===== src/cmd_pkg.sv =====
// constants for the query and run-time settings command interpreter
// assumes a 32-bit AXI4-Lite master and one 200 MHz clock
package cmd_pkg;
  // register byte addresses
  localparam logic [7:0] OFS_CMD_WORD0 = 8'h00; // bytes 3..0 of a command
  localparam logic [7:0] OFS_CMD_WORD1 = 8'h04; // byte 4, write starts command
  localparam logic [7:0] OFS_RSP_WORD0 = 8'h08; // response bytes 3..0
  localparam logic [7:0] OFS_RSP_WORD1 = 8'h0C; // response bytes 7..4
  localparam logic [7:0] OFS_RSP_WORD2 = 8'h10; // response bytes 9..8
  localparam logic [7:0] OFS_SETTINGS  = 8'h14; // live settings readback
  // command codes and answer codes
  localparam logic [7:0] CODE_QUERY    = 8'h51;
  localparam logic [7:0] CODE_SETTINGS = 8'h60;
  localparam logic [7:0] CODE_OK       = 8'h00;
  localparam logic [7:0] MARK_LEVEL    = 8'hEE;
  localparam logic [7:0] MARK_DIR      = 8'hEF;
  // reset values of the volatile settings, then the bus response codes
  localparam logic [4:0] RST_CLK_DIV   = 5'h00;
  localparam logic [2:0] RST_REF_SEL   = 3'h0;
  localparam logic [4:0] RST_DAC_CODE  = 5'h00;
  localparam logic [1:0] RESP_OKAY     = 2'b00;
  localparam logic [1:0] RESP_SLVERR   = 2'b10;
  // field positions
  localparam int LOAD_BIT = 7;
endpackage


===== src/cmd_engine.sv =====
// AXI4-Lite command interpreter: pin query and run-time settings
// assumes pins are synchronous to nothing; they pass two flops first
//
// Notes on behaviour
// - answer echoes query code, status 00
// - level bytes per pin, EE if unassigned
// - direction bytes per pin, EF if unassigned
// - settings volatile, lost at reset only
// - byte 2 bit 7 loads clock divider
// - byte 2 bits 4-3 duty cycle
// - byte 2 bits 2-0 divider value
// - byte 3 bit 7 loads reference select
// - byte 3 bits 2-1 reference level
// - byte 3 bit 0 reference source
// - byte 4 bit 7 loads output code
`timescale 1ns/100ps
module cmd_engine
  import cmd_pkg::*;
(
  // clock and reset
  input  wire logic       I_CLK_SYS,
  input  wire logic       I_RST,
  // axi4-lite write
  input  wire logic [7:0] I_AWADDR,
  input  wire logic       I_AWVALID,
  output logic            O_AWREADY,
  input  wire logic [31:0] I_WDATA,
  input  wire logic [3:0] I_WSTRB,
  input  wire logic       I_WVALID,
  output logic            O_WREADY,
  output logic [1:0]      O_BRESP,
  output logic            O_BVALID,
  input  wire logic       I_BREADY,
  // axi4-lite read
  input  wire logic [7:0] I_ARADDR,
  input  wire logic       I_ARVALID,
  output logic            O_ARREADY,
  output logic [31:0]     O_RDATA,
  output logic [1:0]      O_RRESP,
  output logic            O_RVALID,
  input  wire logic       I_RREADY,
  // general pins
  input  wire logic [3:0] I_PIN_LEVEL,
  input  wire logic [3:0] I_PIN_IS_GPIO,
  input  wire logic [3:0] I_PIN_IS_INPUT,
  // volatile settings out
  output logic [4:0]      O_CLK_DIV,
  output logic [2:0]      O_REF_SEL,
  output logic [4:0]      O_DAC_CODE
);
  import cmd_pkg::*;

  logic [31:0] cmd0_reg;
  logic [7:0]  cmd4_reg;
  logic [79:0] rsp_reg;
  logic [4:0]  clk_div_reg;
  logic [2:0]  ref_sel_reg;
  logic [4:0]  dac_code_reg;
  logic [11:0] pin_s1_reg;
  logic [11:0] pin_s2_reg;
  logic [7:0]  awaddr_reg;
  logic        aw_have_reg;
  logic [31:0] wdata_reg;
  logic [3:0]  wstrb_reg;
  logic        w_have_reg;
  logic        bvalid_reg;
  logic [1:0]  bresp_reg;
  logic        rvalid_reg;
  logic [31:0] rdata_reg;
  logic [1:0]  rresp_reg;
  logic        go_reg;
  // readies live in flops of their own so no output passes a gate
  logic        awready_reg;
  logic        wready_reg;
  logic        arready_reg;

  // byte-lane merge, used for both command words
  function automatic logic [31:0] merge(input logic [31:0] old, input logic [31:0] nw,
                                        input logic [3:0] strb);
    logic [31:0] r;
    r = old;
    for (int k = 0; k < 4; k++)
      if (strb[k]) r[8*k +: 8] = nw[8*k +: 8];
    return r;
  endfunction

  // write path: address and data taken in either order
  wire do_write = aw_have_reg && w_have_reg && !bvalid_reg;
  wire hit_c0   = awaddr_reg == OFS_CMD_WORD0;
  wire hit_c1   = awaddr_reg == OFS_CMD_WORD1;
  wire [31:0] c1_merged = merge({24'h000000, cmd4_reg}, wdata_reg, wstrb_reg);

  always_ff @(posedge I_CLK_SYS)
  begin
    if (I_RST)
    begin
      aw_have_reg <= 1'b0;
      w_have_reg  <= 1'b0;
      bvalid_reg  <= 1'b0;
      bresp_reg   <= RESP_OKAY;
      awaddr_reg  <= 8'h00;
      wdata_reg   <= 32'h00000000;
      wstrb_reg   <= 4'h0;
      cmd0_reg    <= 32'h00000000;
      cmd4_reg    <= 8'h00;
      go_reg      <= 1'b0;
      awready_reg <= 1'b1;
      wready_reg  <= 1'b1;
    end
    else
    begin
      go_reg <= 1'b0;
      if (I_AWVALID && !aw_have_reg)
      begin
        aw_have_reg <= 1'b1;
        awaddr_reg  <= I_AWADDR;
        awready_reg <= 1'b0;
      end
      if (I_WVALID && !w_have_reg)
      begin
        w_have_reg <= 1'b1;
        wdata_reg  <= I_WDATA;
        wstrb_reg  <= I_WSTRB;
        wready_reg <= 1'b0;
      end
      if (do_write)
      begin
        aw_have_reg <= 1'b0;
        w_have_reg  <= 1'b0;
        bvalid_reg  <= 1'b1;
        awready_reg <= 1'b1; // free again once the pair is consumed
        wready_reg  <= 1'b1;
        bresp_reg   <= (hit_c0 || hit_c1) ? RESP_OKAY : RESP_SLVERR;
        if (hit_c0) cmd0_reg <= merge(cmd0_reg, wdata_reg, wstrb_reg);
        if (hit_c1)
        begin
          cmd4_reg <= c1_merged[7:0];
          go_reg   <= 1'b1; // command runs on the word holding byte 4
        end
      end
      if (bvalid_reg && I_BREADY) bvalid_reg <= 1'b0;
    end
  end

  // pin sampling: the first stage feeds only the second
  always_ff @(posedge I_CLK_SYS)
  begin
    if (I_RST)
    begin
      pin_s1_reg <= 12'h000;
      pin_s2_reg <= 12'h000;
    end
    else
    begin
      pin_s1_reg <= {I_PIN_IS_INPUT, I_PIN_IS_GPIO, I_PIN_LEVEL};
      pin_s2_reg <= pin_s1_reg;
    end
  end

  // command decode; bytes beyond 0 do not matter for the query
  wire [7:0] code     = cmd0_reg[7:0];
  wire       is_query = go_reg && code == CODE_QUERY;
  wire       is_set   = go_reg && code == CODE_SETTINGS;
  wire [7:0] sb2      = cmd0_reg[23:16];
  wire [7:0] sb3      = cmd0_reg[31:24];
  wire [7:0] sb4      = cmd4_reg;
  wire [3:0] lvl_s    = pin_s2_reg[3:0];
  wire [3:0] gpio_s   = pin_s2_reg[7:4];
  wire [3:0] inp_s    = pin_s2_reg[11:8];
  logic [79:0] rsp_next;

  // response image, two bytes per pin
  always_comb
  begin
    rsp_next = rsp_reg;
    if (is_query)
    begin
      rsp_next[7:0]  = CODE_QUERY;
      rsp_next[15:8] = CODE_OK;
      for (int p = 0; p < 4; p++)
      begin
        rsp_next[16*p+16 +: 8] = gpio_s[p] ? {7'h00, lvl_s[p]} : MARK_LEVEL;
        rsp_next[16*p+24 +: 8] = gpio_s[p] ? {7'h00, inp_s[p]} : MARK_DIR;
      end
    end
  end

  // volatile settings; reserved bits are never looked at
  always_ff @(posedge I_CLK_SYS)
  begin
    if (I_RST)
    begin
      clk_div_reg  <= RST_CLK_DIV;
      ref_sel_reg  <= RST_REF_SEL;
      dac_code_reg <= RST_DAC_CODE;
      rsp_reg      <= 80'h0;
    end
    else
    begin
      rsp_reg <= rsp_next;
      if (is_set && sb2[LOAD_BIT])
        clk_div_reg <= sb2[4:0];
      if (is_set && sb3[LOAD_BIT])
        ref_sel_reg <= sb3[2:0];
      if (is_set && sb4[LOAD_BIT])
        dac_code_reg <= sb4[4:0];
    end
  end

  // read path: one read at a time
  wire [31:0] rd_mux =
    (I_ARADDR == OFS_CMD_WORD0) ? cmd0_reg :
    (I_ARADDR == OFS_CMD_WORD1) ? {24'h000000, cmd4_reg} :
    (I_ARADDR == OFS_RSP_WORD0) ? rsp_reg[31:0] :
    (I_ARADDR == OFS_RSP_WORD1) ? rsp_reg[63:32] :
    (I_ARADDR == OFS_RSP_WORD2) ? {16'h0000, rsp_reg[79:64]} :
    (I_ARADDR == OFS_SETTINGS)  ? {11'h000, dac_code_reg, 5'h00, ref_sel_reg, 3'h0, clk_div_reg} :
    32'h00000000;
  wire rd_hit = I_ARADDR <= OFS_SETTINGS && I_ARADDR[1:0] == 2'b00;

  always_ff @(posedge I_CLK_SYS)
  begin
    if (I_RST)
    begin
      rvalid_reg <= 1'b0;
      rdata_reg  <= 32'h00000000;
      rresp_reg   <= RESP_OKAY;
      arready_reg <= 1'b1;
    end
    else if (I_ARVALID && arready_reg)
    begin
      rvalid_reg  <= 1'b1;
      arready_reg <= 1'b0; // one read at a time: closed until the data is taken
      rdata_reg   <= rd_mux;
      rresp_reg   <= rd_hit ? RESP_OKAY : RESP_SLVERR;
    end
    else if (rvalid_reg && I_RREADY)
    begin
      rvalid_reg  <= 1'b0;
      arready_reg <= 1'b1;
    end
  end

  // outputs straight from flops
  assign O_AWREADY  = awready_reg;
  assign O_WREADY   = wready_reg;
  assign O_BVALID   = bvalid_reg;
  assign O_BRESP    = bresp_reg;
  assign O_ARREADY  = arready_reg;
  assign O_RVALID   = rvalid_reg;
  assign O_RDATA    = rdata_reg;
  assign O_RRESP    = rresp_reg;
  assign O_CLK_DIV  = clk_div_reg;
  assign O_REF_SEL  = ref_sel_reg;
  assign O_DAC_CODE = dac_code_reg;
endmodule // cmd_engine


===== config.mk =====
export PLATFORM = sky130hd
export DESIGN_NAME = cmd_engine
export DESIGN_NICKNAME = d
export VERILOG_FILES = /design/src/cmd_pkg.sv /design/src/cmd_engine.sv
export SDC_FILE = /design/constraint.sdc
export NUM_CORES = 1
export LEC_CHECK = 0
export ABC_AREA = 0
export BUFFER_PORTS_ARGS = -buffer_cell sky130_fd_sc_hd__buf_2
export CAP_MARGIN = 25
export CORE_MARGIN = 2
export CORE_UTILIZATION = 35
export DETAILED_ROUTE_END_ITERATION = 7
export PLACE_DENSITY_LB_ADDON = 0.15
export SLEW_MARGIN = 40
export SYNTH_ARGS = -nofsm -noshare
export SYNTH_HDL_FRONTEND = slang
export SYNTH_SLANG_ARGS = --single-unit

===== constraint.sdc =====
create_clock -name I_CLK_SYS -period 2.1 [get_ports I_CLK_SYS]
set_input_delay 0.21 -clock I_CLK_SYS [delete_from_list [all_inputs] [get_ports I_CLK_SYS]]
set_output_delay 0.21 -clock I_CLK_SYS [all_outputs]
set_load 0.02 [all_outputs]

==> flow_summary.yaml <==
worst_hold_path:
  hp-start: "I_PIN_IS_GPIO[1]"
  hp-class: "input port to flop"
timing:
  fin_skew_ns: 0.00783
  rsz0062_at_grt: "false"
  relSlewSlack_pct: 52.9
  hold_viol: 0
  worst_hold_slack_ns: 0.0142
  fin_crit_ns: 1.82
  tns_ns: 0
  final-setup-viol-count: 0
  finalCritPeriodShare_pct: 86.5
  fmaxAchievable_ghz: 0.551
  worst_pin_slew_ns: 0.700
  slew_violations: 0
cts:
  clk_latency_ns: 0.42
  clkTransAtPathRegs_ns: 0.07
  clk_path_buf_depth: 2
  root_buffer: "clkbuf_16"
  post-cts-setup-buffers: 0
  numCtsBuffers: 17
  cts_tree: "done"
  cts_max_level: 4
  cts.sinks: 176
critical_path:
  cp.arrival_ns: 2.13
  crit_start: "awaddr_reg[7]"
  end_kind: "flop"
  path_cells: "nor3_1 > and4_1 > buf_4 > mux2i_1 > nor2_1"
  path_delay_family: "simple AND/OR/NAND/NOR gates"
  slowest_delay_ns: 0.60
  r2r_start: "awaddr_reg[7]"
  crit_type: "flop to flop"
  reg2reg_depth: 5
  cp_num_cells: 5
  crit_fanout: 8
  cp-endpoint: "cmd0_reg[23]"
  rr_endpoint: "cmd0_reg[23]"
  startpoint_type: "flop"
  critPathSlowestCell: "nor3_1"
  r2r_slack_ns: 0.28
  crit_buf_inv: 1
  cp.required_ns: 2.41
power:
  power.density_nw_per_um2: 907
  ir_drop_mv: 0.538
  power.leakage_nw: 3.54
  total_power_mw: 7.53
drt:
  vias: 5472
  wl_microns: 17700
  wl_per_cell_microns: 16.1
  drtIter0Drc: 310
  vias_per_cell: 4.96
  ant_nets: 0
  first_pass_iters: 4
  drcViolationCount: 0
global_routing:
  antenna_found_initial: 0
  overflow: 0
  grt_use_total_pct: 18.1
  grt_pass1_wl_microns: 28200
  first_global_vias: 5291
  grt_max_degree: 68
synthesis:
  synth_mux_area_share_pct: 9.42
  syn-mean-instance-area_sq_um: 9.06
  synthFlopType: "dfxtp_1"
  synth_edf_count: 0
  synth_adder_area_share_pct: 0
  synth_top_family_by_area: "simple AND/OR/NAND/NOR gates"
  postSynth.asyncResetShare_pct: 0
  syn_inst: 736
  ys_ff_latch: 176
  synth-compound-area-share_pct: 11.7
  ys_seq_area_share_pct: 52.8
  ys_types: 51
  synth_simple_gate_area_share_pct: 22.3
  synthesis.area_sq_um: 6670
  yosysWarnings: 0
  synth_xor_area_share_pct: 0
floorplan:
  fp.dieH_microns: 142
  die_area_sq_um: 20200
  die_w_microns: 142
  row_count: 50
  initial_core_util_pct: 35.7
  core-area_sq_um: 18700
  ios: 125
final_layout:
  antennaDiodeCount: 0
  final_nets: 928
  drive_above_1_share_pct: 21.4
  area_growth_pct: 24.5
status:
  outcome: "finished clean"
placed_design:
  dp_hpwl_microns: 12900
  port_buffers: 122
  gp_congestion: 0.829
job:
  max_cap_violations: 0
[layout by cell type, fill, tap and decap left out, types with 4 or more instances in the layout]
cell,count
a211oi_1,27
a21oi_1,61
a311oi_1,5
a31oi_1,4
buf_2,121
buf_4,18
bufinv_16,4
clkbuf_1,4
clkbuf_16,17
dfxtp_1,176
dlygate4sd3_1,13
inv_1,6
mux2_2,6
mux2i_1,56
nand2_1,118
nand2b_1,6
nand3_1,10
nand4_1,8
nor2_1,100
nor2b_1,35
nor3_1,9
nor3b_1,4
nor4_1,5
o21ai_0,4
[where the power goes]
group	switching, mW	total, mW	leakage (nW)	internal [mW]
combinational	0.370	0.606	1.80	0.236
clock	1.29	3.38	0.305	2.10
sequential	0.0778	3.54	1.44	3.46
total	1.73	7.53	3.54	5.80
[through the flow]
stage / instances / setup WS (ns) / cell area [sq um] / utilization (%)
global placement: 1059 / 0.217 / 7540 / 40.3
global route: 1104 / 0.156 / 8300 / 44.4
floorplan: 737 / 0.342 / 6670 / -
CTS: 1104 / 0.327 / 8300 / 44.4
detailed placement: 1059 / 0.198 / 7540 / 40.3
finish: 1104 / 0.284 / 8300 / 44.4
[timing repair]
item | 4_1_cts | 5_1_grt
resized for setup | 0 | 0
hold buffers | 13 | 0
endpoints found under the hold margin | 13 | 0
[worst min-delay path by stage]
stage	depth (start not counted)	endpoint	slack [ns]
after detailed placement	2	pin_s1_reg[10]	0.42
after floorplan	1	aw_have_reg	0.32
after CTS	2	pin_s1_reg[5]	0.00002
after global placement	2	pin_s1_reg[8]	0.42
final	2	pin_s1_reg[5]	0.01
after global routing	3	wdata_reg[23]	0.003
[routing by layer]
| layer | vias to the layer above | global-route usage (%) | part of all wire, % |
|---|---|---|---|
| li1 | 2760 | - | - |
| met5 | - | 0 | 0 |
| met3 | 17 | 4.10 | 4.9 |
| met2 | 115 | 30.1 | 47 |
| met1 | 2580 | 23.5 | 47 |
| met4 | 0 | 5.53 | 1.1 |
[kinds of logic (layout without fill, tap and decap cells)]
logic type,after synthesis,in the layout
and+or+nand+nor,316,316
DFF,176,176
other,1,2
muxes,62,62
AOI/OAI and AO/OA,121,121
buffers and inverters,60,193
[synth_stat cells, types with 2 or more instances]
master	instances	area (sq um)
a311oi_1	5	43.8
a21oi_1	61	305
buf_2	7	35.0
nand2b_1	6	37.5
o21ai_0	4	20.0
mux2i_1	56	561
nor3_1	9	45.0
a211oi_1	27	203
buf_1	4	15.0
a211o_1	2	17.5
dfxtp_1	176	3520
and4_1	3	26.3
nor3b_1	4	30.0
and2_1	3	18.8
mux2_2	6	67.6
a22o_1	3	26.3
o32ai_1	2	17.5
buf_4	2	15.0
nor2_1	100	375
inv_1	6	22.5
nand4_1	8	50.1
nor4_1	5	31.3
nand3b_1	3	22.5
clkbuf_1	40	150
nor2b_1	36	225
a22oi_1	3	22.5
nand3_1	10	50.1
nand2_1	118	443
o21a_1	2	15.0
a31oi_1	4	25.0
[worst register-to-register path, cell delays in order (launching register included)]
cell and delay (ns):
dfxtp_1 0.32, nor3_1 0.60, and4_1 0.33, buf_4 0.20, mux2i_1 0.21, nor2_1 0.05
[area by class of cell]
type / count / area (sq um)
inverters: 6 / 22.5
multi-input cells: 501 / 2900
well taps: 234 / 293
clock inverters: 8 / 150
fillers: 1847 / 10400
repair buffers: 155 / 931
clock buffers: 24 / 482
flip-flops and latches: 176 / 3520
Power figures use the tool's default switching activity.
